===== src/rtl/mapl_pkg.sv =====
// shared constants and types of the madi/aes port logic
package mapl_pkg;
   // ***************************************************
   // register map (byte addresses) and reset values
   // ***************************************************
   localparam logic [5:0] REG_CTRL    = 6'h00;
   localparam logic [5:0] REG_STATUS  = 6'h04;
   localparam logic [5:0] REG_MIDI_TX = 6'h08;
   localparam logic [5:0] REG_MIDI_RX = 6'h0C;
   localparam logic [31:0] CTRL_RESET = 32'h0000_0002;
   localparam int NPORT   = 3;
   localparam int NMIDI   = 3;
   localparam int FIFO_W  = 10;
   localparam int FIFO_D  = 16;
   // ***************************************************
   // sample rates: 32,44.1,48,64,88.2,96,128,176.4,192
   // ***************************************************
   localparam logic [3:0] RATE_DOUBLE_MIN = 4'h3;
   localparam logic [3:0] RATE_QUAD_MIN   = 4'h6;
   localparam logic [3:0] RATE_MAX        = 4'h8;
   typedef enum logic [1:0] {RANGE_SS, RANGE_DOUBLE, RANGE_QUAD} mapl_range_t;
   localparam logic [1:0] SMUX1 = 2'h0;
   localparam logic [1:0] SMUX2 = 2'h1;
   localparam logic [1:0] SMUX4 = 2'h2;
   localparam logic [6:0] CH56 = 7'h38;
   localparam logic [6:0] CH64 = 7'h40;
   // shortest sample period, 192 kHz, and clock period
   localparam int SAMPLE_NS = 5208;
   localparam int CLK_NS    = 4;
   localparam int SWITCH_MAX_CYC = SAMPLE_NS / CLK_NS;
   // ***************************************************
   // channel status layout, 192 bits per block
   // ***************************************************
   localparam int CS_BITS     = 192;
   localparam int CS_PRO      = 0;
   localparam int CS_COPY     = 2;
   localparam int CS_EMPH     = 2;
   localparam int CS_PFS      = 6;
   localparam int CS_MODE     = 8;
   localparam int CS_AUX      = 16;
   localparam int CS_PWLEN    = 19;
   localparam int CS_PFSX     = 35;
   localparam int CS_CFS      = 24;
   localparam int CS_CMAX24   = 32;
   localparam int CS_CWLEN    = 33;
   localparam logic [2:0] EMPH_NONE = 3'h1;
   localparam logic [3:0] MODE_2CH  = 4'h1;
   localparam logic [2:0] AUX_24    = 3'h1;
   localparam logic [2:0] WLEN_24   = 3'h5;
   localparam logic [1:0] PRO_FS [9] =
      '{2'h3, 2'h2, 2'h1, 2'h0, 2'h0, 2'h0, 2'h0, 2'h0, 2'h0};
   localparam logic [3:0] PRO_FSX [9] =
      '{4'h0, 4'h0, 4'h0, 4'h1, 4'h2, 4'h3, 4'h4, 4'h5, 4'h6};
   localparam logic [3:0] CON_FS [9] =
      '{4'h3, 4'h0, 4'h2, 4'hB, 4'h8, 4'hA, 4'h9, 4'hC, 4'hE};
   typedef struct packed {
      logic [18:0] unused;
      logic        aes_pro;
      logic        mirror;
      logic        redund;
      logic [2:0]  frame96;
      logic [2:0]  fmt64;
      logic [3:0]  rate;
   } mapl_ctrl_t;
   typedef struct packed {
      logic [1:0] stream;
      logic [7:0] data;
   } mapl_midi_t;
endpackage


===== src/rtl/mapl_top.sv =====
// madi and aes port logic with avalon-mm register slave
// ***************************************************
// How it works
// (RULE1) quad range drives aes at true 128, 176.4 or 192 kHz rate
// (RULE2) quad range keeps madi frames at 48 kHz, four-way multiplexed
// (RULE3) quad range carries at most 16 channels per madi port
// (RULE4) redundancy on: failed active input switches to the other at once
// (RULE5) switch-over completes well within one sample period
// (RULE6) mirror on: outputs 2 and 3 repeat output 1 exactly
// (RULE7) received aes channel status is dropped, changes nothing
// (RULE8) sent channel status carries sample rate up to 192 kHz
// (RULE9) audio, copy permitted, general, no generation, 2-channel, no emphasis
// (RULE10) sent status is professional or consumer by user setting
// (RULE11) sent status marks aux bits as audio, word length 24 bits
// (RULE12) three midi byte streams each way travel inside madi
// (RULE13) double range carries at most 32 channels per madi port
// (RULE14) each madi port selects 56 or 64 channel format
// (RULE15) pro setting on gives professional, off gives consumer
// (RULE16) input fails on lock loss or bad stream; no switch back otherwise
// (RULE17) unspecified status bits zero, block rebuilt same each block
// ***************************************************
`timescale 1ns/1ps
module mapl_top
   import mapl_pkg::*;
(
   input  wire logic              clk,
   input  wire logic              resetn,
   input  wire logic [5:0]        avs_address,
   input  wire logic              avs_read,
   input  wire logic              avs_write,
   input  wire logic [31:0]       avs_writedata,
   output logic [31:0]            avs_readdata,
   output logic                   avs_waitrequest,
   input  wire logic              rxa_lock,
   input  wire logic              rxa_ok,
   input  wire logic              rxb_lock,
   input  wire logic              rxb_ok,
   input  wire logic [23:0]       rxa_word,
   input  wire logic              rxa_stb,
   input  wire logic [23:0]       rxb_word,
   input  wire logic              rxb_stb,
   output logic [23:0]            rx_word,
   output logic                   rx_stb,
   output logic                   rx_sel,
   input  wire logic [2:0]        tx_enc,
   output logic [2:0]             tx_out,
   output logic [2:0]             port_frame96,
   output logic [5:0]             port_smux,
   output logic [20:0]            port_chans,
   output logic [3:0]             aes_rate,
   input  wire logic              aes_frame_stb,
   output logic                   aes_cs_bit,
   output logic                   aes_blk_start,
   output logic                   midi_tx_valid,
   input  wire logic              midi_tx_ready,
   output mapl_pkg::mapl_midi_t   midi_tx,
   input  wire logic              midi_rx_valid,
   input  wire mapl_pkg::mapl_midi_t midi_rx
);
   logic [1:0]            rst_q;
   logic                  rst_n;
   mapl_ctrl_t            ctrl_q;
   mapl_range_t           range;
   logic [1:0]            sa_q;
   logic [1:0]            sa2_q;
   logic [1:0]            sb_q;
   logic [1:0]            sb2_q;
   logic                  a_good;
   logic                  b_good;
   logic                  rd_pend_q;
   logic                  rd_take;
   logic                  tx_sel;
   logic                  tx_ready;
   logic                  tx_full;
   logic [31:0]           rdata_d;
   logic [NMIDI-1:0]      mrx_flag_q;
   logic [7:0]            mrx_byte_q [NMIDI];
   logic [CS_BITS-1:0]    cs_d;
   logic [CS_BITS-1:0]    cs_q;
   logic [7:0]            cs_cnt_q;
   logic [3:0]            rate_i;

   // ***************************************************
   // reset release and pin synchronisers
   // ***************************************************
   always_ff @(posedge clk or negedge resetn)
   begin
      if (!resetn)
         rst_q <= 2'b00;
      else
         rst_q <= {rst_q[0], 1'b1};
   end
   assign rst_n = rst_q[1];

   always_ff @(posedge clk or negedge rst_n)
   begin
      if (!rst_n)
      begin
         sa_q  <= 2'b00;
         sa2_q <= 2'b00;
         sb_q  <= 2'b00;
         sb2_q <= 2'b00;
      end
      else
      begin
         sa_q  <= {rxa_lock, rxa_ok};
         sa2_q <= sa_q;
         sb_q  <= {rxb_lock, rxb_ok};
         sb2_q <= sb_q;
      end
   end
   assign a_good = &sa2_q; // see RULE16
   assign b_good = &sb2_q; // see RULE16

   // ***************************************************
   // avalon-mm slave
   // ***************************************************
   // reads take one wait cycle so read data comes from a flop
   assign tx_sel  = avs_write && (avs_address == REG_MIDI_TX);
   assign rd_take = avs_read && rd_pend_q;
   assign avs_waitrequest = (avs_read && !rd_pend_q) || (tx_sel && !tx_ready);

   always_comb
   begin
      rdata_d = 32'h0000_0000;
      unique case (avs_address)
         REG_CTRL:    rdata_d = ctrl_q;
         REG_STATUS:  rdata_d = {26'h0, range, tx_full, b_good, a_good, rx_sel};
         REG_MIDI_RX: rdata_d = {23'h0, mrx_flag_q[0], mrx_byte_q[0]};
         6'h10:       rdata_d = {23'h0, mrx_flag_q[1], mrx_byte_q[1]};
         6'h14:       rdata_d = {23'h0, mrx_flag_q[2], mrx_byte_q[2]};
         default:     rdata_d = 32'h0000_0000;
      endcase
   end

   always_ff @(posedge clk or negedge rst_n)
   begin
      if (!rst_n)
      begin
         rd_pend_q    <= 1'b0;
         avs_readdata <= 32'h0000_0000;
      end
      else
      begin
         rd_pend_q <= avs_read && !rd_pend_q;
         if (avs_read && !rd_pend_q)
            avs_readdata <= rdata_d;
      end
   end

   always_ff @(posedge clk or negedge rst_n)
   begin
      if (!rst_n)
         ctrl_q <= CTRL_RESET;
      else if (avs_write && avs_address == REG_CTRL)
         ctrl_q <= {19'h0, avs_writedata[12:0]};
   end

   // ***************************************************
   // rate range and per-port madi format
   // ***************************************************
   assign rate_i = (ctrl_q.rate > RATE_MAX) ? RATE_MAX : ctrl_q.rate;
   assign range  = (rate_i >= RATE_QUAD_MIN) ? RANGE_QUAD :
                   (rate_i >= RATE_DOUBLE_MIN) ? RANGE_DOUBLE : RANGE_SS;

   always_ff @(posedge clk or negedge rst_n)
   begin
      if (!rst_n)
         aes_rate <= 4'h0;
      else
         aes_rate <= rate_i; // undivided rate, see RULE1
   end

   genvar gp;
   generate
      for (gp = 0; gp < NPORT; gp++)
      begin : g_port
         logic [6:0] base;
         assign base = ctrl_q.fmt64[gp] ? CH64 : CH56; // see RULE14
         always_ff @(posedge clk or negedge rst_n)
         begin
            if (!rst_n)
            begin
               port_frame96[gp]     <= 1'b0;
               port_smux[2*gp+:2]   <= SMUX1;
               port_chans[7*gp+:7]  <= CH56;
            end
            else
            begin
               unique case (range)
                  RANGE_SS:
                  begin
                     port_frame96[gp]    <= 1'b0;
                     port_smux[2*gp+:2]  <= SMUX1;
                     port_chans[7*gp+:7] <= base;
                  end
                  RANGE_DOUBLE:
                  begin
                     // native 96k frame or 2-way smux at 48k, see RULE13
                     port_frame96[gp]    <= ctrl_q.frame96[gp];
                     port_smux[2*gp+:2]  <= ctrl_q.frame96[gp] ? SMUX1 : SMUX2;
                     port_chans[7*gp+:7] <= {1'b0, base[6:1]};
                  end
                  RANGE_QUAD:
                  begin
                     port_frame96[gp]    <= 1'b0;  // see RULE2
                     port_smux[2*gp+:2]  <= SMUX4; // see RULE2
                     port_chans[7*gp+:7] <= {2'b00, base[6:2]}; // see RULE3
                  end
               endcase
            end
         end
      end
   endgenerate

   // ***************************************************
   // redundant input selection
   // ***************************************************
   // switching needs only the synchroniser delay, a few cycles,
   // far below one sample period
   always_ff @(posedge clk or negedge rst_n)
   begin
      if (!rst_n)
         rx_sel <= 1'b0;
      else if (ctrl_q.redund)
      begin
         if (!rx_sel && !a_good && b_good)
            rx_sel <= 1'b1; // see RULE4
         else if (rx_sel && !b_good && a_good)
            rx_sel <= 1'b0; // see RULE16
      end
      else
         rx_sel <= 1'b0;
   end

   always_ff @(posedge clk or negedge rst_n)
   begin
      if (!rst_n)
      begin
         rx_word <= 24'h00_0000;
         rx_stb  <= 1'b0;
      end
      else
      begin
         rx_word <= rx_sel ? rxb_word : rxa_word; // see RULE5
         rx_stb  <= rx_sel ? rxb_stb : rxa_stb;
      end
   end

   // ***************************************************
   // output mirroring
   // ***************************************************
   always_ff @(posedge clk or negedge rst_n)
   begin
      if (!rst_n)
         tx_out <= 3'b000;
      else if (ctrl_q.mirror)
         tx_out <= {3{tx_enc[0]}}; // see RULE6
      else
         tx_out <= tx_enc;
   end

   // ***************************************************
   // aes channel status generator
   // ***************************************************
   // the aes receiver's status never enters this block, see RULE7
   always_comb
   begin
      cs_d = '0; // see RULE17
      if (ctrl_q.aes_pro) // see RULE15
      begin
         cs_d[CS_PRO]          = 1'b1; // see RULE10
         cs_d[CS_EMPH+:3]      = EMPH_NONE; // see RULE9
         cs_d[CS_PFS+:2]       = PRO_FS[rate_i]; // see RULE8
         cs_d[CS_MODE+:4]      = MODE_2CH;
         cs_d[CS_AUX+:3]       = AUX_24; // see RULE11
         cs_d[CS_PWLEN+:3]     = WLEN_24;
         cs_d[CS_PFSX+:4]      = PRO_FSX[rate_i];
      end
      else
      begin
         cs_d[CS_COPY]         = 1'b1; // see RULE9
         cs_d[CS_CFS+:4]       = CON_FS[rate_i]; // see RULE8
         cs_d[CS_CMAX24]       = 1'b1; // see RULE11
         cs_d[CS_CWLEN+:3]     = WLEN_24;
      end
   end

   // status is captured once per block so a setting change never
   // tears a block in half
   always_ff @(posedge clk or negedge rst_n)
   begin
      if (!rst_n)
      begin
         cs_cnt_q      <= 8'h00;
         cs_q          <= '0;
         aes_cs_bit    <= 1'b0;
         aes_blk_start <= 1'b0;
      end
      else if (aes_frame_stb)
      begin
         aes_blk_start <= (cs_cnt_q == 8'h00);
         aes_cs_bit    <= (cs_cnt_q == 8'h00) ? cs_d[0] : cs_q[cs_cnt_q];
         if (cs_cnt_q == 8'h00)
            cs_q <= cs_d; // see RULE17
         cs_cnt_q <= (cs_cnt_q == 8'(CS_BITS - 1)) ? 8'h00 : cs_cnt_q + 8'h01;
      end
   end

   // ***************************************************
   // embedded midi streams
   // ***************************************************
   mapl_fifo #(
      .W (FIFO_W),
      .D (FIFO_D)
   ) u_tx_fifo (
      .clk       (clk),
      .rst_n     (rst_n),
      .in_valid  (tx_sel),
      .in_ready  (tx_ready),
      .in_data   (avs_writedata[FIFO_W-1:0]),
      .out_valid (midi_tx_valid), // see RULE12
      .out_ready (midi_tx_ready),
      .out_data  (midi_tx),
      .full      (tx_full)
   );

   genvar gm;
   generate
      for (gm = 0; gm < NMIDI; gm++)
      begin : g_mrx
         logic hit;
         logic clr;
         assign hit = midi_rx_valid && (midi_rx.stream == 2'(gm));
         assign clr = rd_take && (avs_address == REG_MIDI_RX + 6'(4 * gm));
         always_ff @(posedge clk or negedge rst_n)
         begin
            if (!rst_n)
            begin
               mrx_flag_q[gm] <= 1'b0;
               mrx_byte_q[gm] <= 8'h00;
            end
            else if (hit)
            begin
               mrx_flag_q[gm] <= 1'b1; // set wins, see RULE12
               mrx_byte_q[gm] <= midi_rx.data;
            end
            else if (clr)
               mrx_flag_q[gm] <= 1'b0;
         end
      end
   endgenerate
endmodule


===== src/rtl/mapl_fifo.sv =====
// flip-flop fifo with valid/ready on both sides
`timescale 1ns/1ps
module mapl_fifo #(
   parameter int W = 10,
   parameter int D = 16
) (
   input  wire logic         clk,
   input  wire logic         rst_n,
   input  wire logic         in_valid,
   output logic              in_ready,
   input  wire logic [W-1:0] in_data,
   output logic              out_valid,
   input  wire logic         out_ready,
   output logic [W-1:0]      out_data,
   output logic              full
);
   localparam int AW = $clog2(D);
   logic [W-1:0] mem_q [D];
   logic [AW:0]  wp_q;
   logic [AW:0]  rp_q;
   logic         push;
   logic         pop;
   assign full      = (wp_q[AW] != rp_q[AW]) && (wp_q[AW-1:0] == rp_q[AW-1:0]);
   assign out_valid = (wp_q != rp_q);
   assign in_ready  = !full;
   assign push      = in_valid && in_ready;
   assign pop       = out_valid && out_ready;
   assign out_data  = mem_q[rp_q[AW-1:0]];
   always_ff @(posedge clk)
   begin
      if (push)
         mem_q[wp_q[AW-1:0]] <= in_data;
   end
   always_ff @(posedge clk or negedge rst_n)
   begin
      if (!rst_n)
      begin
         wp_q <= '0;
         rp_q <= '0;
      end
      else
      begin
         if (push)
            wp_q <= wp_q + 1'b1;
         if (pop)
            rp_q <= rp_q + 1'b1;
      end
   end
endmodule


===== config.mk =====
export PLATFORM = sky130hd
export DESIGN_NAME = mapl_top
export DESIGN_NICKNAME = d
export VERILOG_FILES = /design/src/rtl/mapl_pkg.sv /design/src/rtl/mapl_top.sv /design/src/rtl/mapl_fifo.sv
export SDC_FILE = /design/constraint.sdc
export NUM_CORES = 1
export LEC_CHECK = 0
export ABC_CLOCK_PERIOD_IN_PS = 6500
export BUFFER_PORTS_ARGS = -buffer_cell sky130_fd_sc_hd__buf_2
export CAP_MARGIN = 20
export CORE_MARGIN = 4
export CORE_UTILIZATION = 56
export CTS_CLUSTER_DIAMETER = 40
export DETAILED_ROUTE_END_ITERATION = 16
export PLACE_DENSITY = 0.89
export SYNTH_ARGS = -nofsm -noshare
export SYNTH_HDL_FRONTEND = slang
export SYNTH_HIERARCHICAL = 1
export SYNTH_SLANG_ARGS = --single-unit

===== constraint.sdc =====
create_clock -name clk -period 6.5 [get_ports clk]
set_clock_uncertainty 0.2 [all_clocks]
set_input_delay 0.975 -clock clk [delete_from_list [all_inputs] [get_ports clk]]
set_output_delay 0.975 -clock clk [all_outputs]
set_load 0.02 [all_outputs]

=== Yosys cells after proc, flatten, opt, wreduce, memory -nomap -nowiden ===
Memory sizes are Yosys's and may differ from the RTL's.
Index checks and enable logic that the tools add are counted.

* Multiplexer cells: 50
* Add/sub/neg operators: 3
* Reductions and logical operators: 35
* Bitwise gates (word level): 1
* Eq/ne operators: 14
* $lt $le $gt $ge: 5

{| class="wikitable"
|+ Operator list
! cell !! count
|-
| $pmux W13 S5 || 1
|-
| $pmux W7 S3 || 3
|-
| $mux W24 || 1
|-
| $mux W4 || 6
|-
| $mux W7 || 3
|-
| $mux W1 || 20
|-
| $logic_and A1 B1 Y1 || 18
|-
| $pmux W2 S3 || 3
|-
| $eq A6 B4 Y1 const B || 2
|-
| $eq A6 B5 Y1 const B || 2
|-
| $add A5 B1 Y5 const B || 2
|-
| $lt A8 B9 Y1 const B || 1
|-
| $mux W3 || 3
|-
| $add A8 B1 Y8 const B || 1
|-
| $bmux W1 S8 || 1
|-
| $eq A8 B8 Y1 const B || 1
|-
| $logic_not A8 Y1 || 1
|-
| $mux W2 || 4
|-
| $mux W8 || 1
|-
| $eq A6 B3 Y1 const B || 1
|-
| $logic_not A6 Y1 || 1
|-
| $mux W6 || 1
|-
| $pmux W1 S2 || 3
|-
| $reduce_and A2 Y1 || 3
|-
| 16 further kinds || 25
|}

* Flip-flop bits (word level): 191
* Memories: 4
* Bits in read-only memories: 160
* RAM bits: 160
* Output and inout port bits: 109
* Logic and storage cells: 151
* Input port bits: 112

{| class="wikitable"
|+ Memory list
! name !! words !! width !! rd ports !! clocked after Yosys merged registers in !! wr ports !! line !! RTL
|-
| u_tx_fifo.mem_q || 16 || 10 || 1 || 0 || 1 || mapl_fifo.sv:18 || <nowiki>logic [W-1:0] mem_q [D];</nowiki>
|-
| (name not given) || 16 || 4 || 1 || 0 || 0 || mapl_top.sv:283 || <nowiki>cs_d[CS_CFS+:4] = CON_FS[rate_i];</nowiki>
|-
| (name not given) || 16 || 4 || 1 || 0 || 0 || mapl_top.sv:278 || <nowiki>cs_d[CS_PFSX+:4] = PRO_FSX[rate_i];</nowiki>
|-
| (name not given) || 16 || 2 || 1 || 0 || 0 || mapl_top.sv:274 || <nowiki>cs_d[CS_PFS+:2] = PRO_FS[rate_i];</nowiki>
|}

=== Logic depth before layout (Yosys ltp) ===
* Depth after elaboration: 8
* Mapped depth: 8
* Gate-level depth less buffers: 7

=== By module ===
The synthesis kept the hierarchy.

{| class="wikitable"
|+ By module, submodules not included
! module !! instances !! sequential area each (um^2) !! area an instance (um^2) !! cells an instance
|-
| mapl_fifo || 1 || 5054.8 || 6922.9 || 347
|-
| mapl_top || 1 || 3616.0 || 6055.8 || 488
|}

=== Least setup slack after synthesis ===
OpenSTA, ideal clock, no wires.

* Path kind: input port to flip-flop
* From: input avs_address[5]
* To: memory u_tx_fifo.mem_q[3][0] (enable)
* Arrival time: 2577 ps
* Stages on the path: 4
* Path buffers: 0
* Data required time: 5910 ps
* Library setup time: 390 ps
* Path slack: 3333 ps
* Cells stage by stage: nor4_1 > and4_1 > o211ai_2 > nor3_1

* Longest elaborated chain between the ends: 5

{| class="wikitable"
|+ RTL lines
! item !! line !! RTL
|-
| from (decl) || mapl_top.sv:28 || <nowiki>input wire logic [5:0] avs_address,</nowiki>
|-
| $eq A6 B4 Y1 || mapl_top.sv:119 || <nowiki>assign tx_sel = avs_write && (avs_address == REG_MIDI_TX);</nowiki>
|-
| $logic_and A1 B1 Y1 || mapl_top.sv:119 ||
|-
| named net tx_sel || mapl_top.sv:72 || <nowiki>logic tx_sel;</nowiki>
|-
| $logic_and A1 B1 Y1 || mapl_fifo.sv:26 || <nowiki>assign push = in_valid && in_ready;</nowiki>
|-
| $mux W1 || mapl_fifo.sv:31 || <nowiki>if (push)</nowiki>
|-
| $mux W1 (not written as such) || mapl_fifo.sv:32 || <nowiki>mem_q[wp_q[AW-1:0]] <= in_data;</nowiki>
|-
| to (decl) || mapl_fifo.sv:18 ||
|}

The timed path passes the listed nets, and every way through them passes these cells.

=== Worst setup path in the final report ===
* From: register u_tx_fifo.rp_q[3]
* To: output avs_waitrequest

* Longest elaborated chain between the ends: 4

{| class="wikitable"
|+ RTL lines
! item !! line !! RTL
|-
| from (decl) || mapl_fifo.sv:20 || <nowiki>logic [AW:0] rp_q;</nowiki>
|-
| from (signal assigned) || mapl_fifo.sv:46 || <nowiki>rp_q <= rp_q + 1'b1;</nowiki>
|-
| $eq A4 B4 Y1 || mapl_fifo.sv:23 || <nowiki>assign full = (wp_q[AW] != rp_q[AW]) && (wp_q[AW-1:0] == rp_q[AW-1:0]);</nowiki>
|-
| $logic_and A1 B1 Y1 || mapl_fifo.sv:23 ||
|-
| named net tx_full || mapl_top.sv:74 || <nowiki>logic tx_full;</nowiki>
|-
| $logic_and A1 B1 Y1 || mapl_top.sv:121 || <nowiki>assign avs_waitrequest = (avs_read && !rd_pend_q) || (tx_sel && !tx_ready);</nowiki>
|-
| $logic_or A1 B1 Y1 || mapl_top.sv:121 ||
|-
| to (decl) || mapl_top.sv:33 || <nowiki>output logic avs_waitrequest,</nowiki>
|}

The timed path passes the listed nets, and every way through them passes these cells.

==> results.tsv <==
stage	metric	value	unit
global_route	initial antenna violation count	0	
timing	Setup violations, final	0	
setup_path	kind of cell adding the most delay to the critical path	flip-flops	
timing	Worst Hold Slack	0.0329	ns
floorplan	Initial Util	57.2	%
power_and_ir_drop	Max VDD drop	0.238	mV
floorplan	Core ar.	22700	µm²
timing	final worst path period need	4.19	ns
cells_and_area	design area	15200	µm²
timing	total negative setup slack	0	ns
setup_path	FF-to-FF End	u_tx_fifo/mem_q[9][3]$_DFFE_PP_	
clock_network	CTS Buf Count	37	
timing	Worst Tran Pin Value	1.16	ns
logic_synthesis	largest area contributor in the netlist	edfxtp_1	
setup_path	worst-path maximum fanout	24	
detailed_routing	Post-Route WL	28.9	mm
global_route	grt total ovfl	0	
floorplan	num ports	221	
logic_synthesis	number of flops mapped to enable cells by yosys	160	
logic_synthesis	number of synthesized register bits	314	
detailed_routing	# DRC	0	
detailed_routing	routed length per placed instance	21.7	µm
logic_synthesis	top cells by area, synth	edfxtp_1, dfrtp_1, mux2_2	
timing	final hold vios	0	
setup_path	Reg-to-Reg Start	u_tx_fifo/rp_q[0]$_DFFE_PN0P_	
global_route	all-layer global routing usage	22.6	%
clock_network	CTS tree	yes	
timing	fin crit share	64.5	%
detailed_routing	drt initial violations	586	
placement	dpl hpwl	19.1	mm
logic_synthesis	Synth top area share	37.0	%
power_and_ir_drop	Cell Pwr Density	378	nW/µm²
clock_network	Worst-Skew Late Latency	0.53	ns
timing	relative slew slack	22.6	%
global_route	vias in the first global route	8068	
clock_network	hold_buf cts	0	
setup_path	Buffers & Inverters on Critical Path	3	
global_route	global-route wire length before repair	45.5	mm
placement	dpl cell area	14000	µm²
cells_and_area	register area	8680	µm²
floorplan	row count	55	
run	max_cap viols	0	
timing	Slew Viols, Final	0	
detailed_routing	vias	7803	
floorplan	Die ar.	25700	µm²
clock_network	Reg clk slew, reported paths	0.06	ns
power_and_ir_drop	NetSw	1.75	mW
global_route	pin count of the biggest net entering global routing	62	
cells_and_area	FILL cells	1531	
logic_synthesis	Mapped Cells	835	
setup_path	slowest cell delay on critical path	1.11	ns
logic_synthesis	synthesized area	13000	µm²
detailed_routing	vias per inst	5.86	
setup_path	CP Class	flip-flop to output port	
clock_network	deepest clock path buffer count	3	
floorplan	Die Width	160	µm
setup_path	CP max-delay cell	dfrtp_1	
power_and_ir_drop	Reg power frac	44.3	%
cells_and_area	area grow syn2layout	16.9	%
logic_synthesis	Async S/R FF share, synth	49.0	%
cells_and_area	nets	1144	
detailed_routing	Antenna Nets Post-Route	0	
hold_path	HP Class	input pin to asynchronous set/reset pin	
logic_synthesis	Primary FF master, synth	edfxtp_1	
setup_path	Worst setup EP type	output port	
timing	RSZ-0062 raised after global routing	false	
clock_network	clock sink count	314	
logic_synthesis	sequential share of the synthesized area	66.8	%
logic_synthesis	Avg Inst Size Synth	15.5	µm²
detailed_routing	router iterations before antenna repair	6	
setup_path	Critical Path AT	3.02	ns
power_and_ir_drop	Pint	3.98	mW
setup_path	critical-path cell list	xnor2_2 -> nand4_2 -> nor2_1 -> inv_1 -> inv_1 -> a21o_1 -> buf_2	
setup_path	Most common cell on crit path	inv_1	
power_and_ir_drop	Comb pwr share	21.7	%
clock_network	clock root cell	clkbuf_16	
logic_synthesis	Distinct cells, synth	69	
timing	Max Freq	0.239	GHz
clock_network	H-tree depth	2	
status	status	complete, no violations	
power_and_ir_drop	Sw Ratio	30.6	%
logic_synthesis	Yosys warning count	6	
clock_network	post-CTS setup buffer count	0	
cells_and_area	antenna cells	0	
placement	PortBufs	179	
setup_path	Worst setup startpoint	u_tx_fifo/rp_q[3]$_DFFE_PN0P_	
setup_path	R2R depth	4	
setup_path	Worst Setup Start Kind	flip-flop	
setup_path	Worst EP required	5.32	ns
power_and_ir_drop	P_leak	6.26	nW
power_and_ir_drop	Clk pwr share	34.0	%
cells_and_area	share of cells above drive strength 1	34.3	%
setup_path	Reg2Reg Setup Slack	3.17	ns
clock_network	post_cts resized	0	
floorplan	Die Ht	160	µm
cells_and_area	area of the multi-input gates	3920	µm²
placement	gpl congestion	0.830	
-- per-layer routing --
layer | track usage, % | up-vias | share of wire, %
met5 | 0 | - | 0
met4 | 6.34 | 0 | 2.0
met3 | 6.27 | 39 | 9.1
met2 | 38.1 | 380 | 51
met1 | 29.1 | 3917 | 38
li1 | - | 3467 | -
-- area by class of cell --
cell class | instances | area share (%)
Clock buffer | 45 | 6.33
Multi-Input combinational cell | 458 | 25.8
Clock inverter | 21 | 1.35
Sequential cell | 314 | 57.2
Tap cell | 285 | 2.35
Inverter | 20 | 0.495
Timing Repair Buffer | 189 | 6.45
-- cells in the final DEF (no fill, tap or decap), drive strengths merged, types with 23 or more instances in the layout --
cell	count
buf	189
edfxtp	160
dfrtp	144
mux2	69
nand2	51
clkbuf	45
nor2	42
mux2i	32
o21ai	32
mux4	31
inv	26
conb	23
-- registers in the layout, indices dropped and copies added, names as in the netlist, 8 cells and up --
name	flops
u_tx_fifo/mem_q	160
mrx_byte_q	24
rx_word	24
port_chans	18
avs_readdata	13
ctrl_q	13
cs_q	12
cs_cnt_q	8
-- worst max path at each step --
stage          cells past startpoint                              end
2_1_floorplan                      0        aes_blk_start$_DFFE_PN0P_
3_3_place_gp                       5  u_tx_fifo/mem_q[8][4]$_DFFE_PP_
3_5_place_dp                       5  u_tx_fifo/mem_q[8][6]$_DFFE_PP_
4_1_cts                            7                  avs_waitrequest
5_1_grt                            7                  avs_waitrequest
6_report                           7                  avs_waitrequest
-- worst reg2reg max path, cell delays in order (launching register included) --
cell,delay (ns)
dfrtp_2,1.06
xnor2_1,0.20
nand4_2,0.37
o211ai_2,0.22
nor2_1,0.90
-- cells in the mapped netlist, types with 4 or more instances --
master,instances
edfxtp_1,160
dfrtp_1,144
mux2_2,58
nand2_1,50
nor2_1,41
mux2i_1,32
buf_4,27
clkbuf_1,24
inv_1,20
o21ai_0,19
a22oi_1,18
mux4_2,16
mux4_1,15
xnor2_1,14
ha_1,12
nand2b_1,12
o21ai_1,12
a32oi_1,10
dfstp_2,10
mux2_4,10
nand3_1,9
a31oi_1,7
nor2b_1,7
nor3_1,7
a21oi_1,6
a221oi_1,6
buf_2,6
buf_6,6
nand4_1,5
o211ai_2,5
o31ai_1,5
and2_1,4
o21a_1,4
-- cell families (layout without fill, tap and decap cells) --
family                   after synthesis  after routing  synth area share [%]
multiplexers                         132            132                  14.6
adder cells (fa/ha/maj)               12             12                  1.16
flip-flops                           314            314                  66.8
AND/OR/NAND/NOR                      158            158                  6.08
other                                  2             23                0.0579
XOR/XNOR                              19             19                  1.40
AO/OA/AOI/OAI                        114            114                  6.32
buffers and inverters                 84            275                  3.62
-- metrics by stage --
stage                     utilization, %  setup WS (ns)  power [mW]  std cells
after floorplan                        -           1.71        3.46        856
after global placement              61.6           2.81        3.76       1264
after detailed placement            61.6           2.76        3.81       1264
after CTS                           66.7           2.26        5.77       1330
after global routing                66.8           2.01        6.00       1332
final                               66.8           2.31        5.73       1332
-- power by group through the flow --
stage	logic (mW)	clock network [mW]	registers, mW
CTS	1.25	1.98	2.54
floorplan	1.01	0	2.45
detailed placement	1.24	0	2.57
global route	1.35	2.08	2.57
global placement	1.20	0	2.56
finish	1.25	1.95	2.54
(Power assumes the default switching activity.)
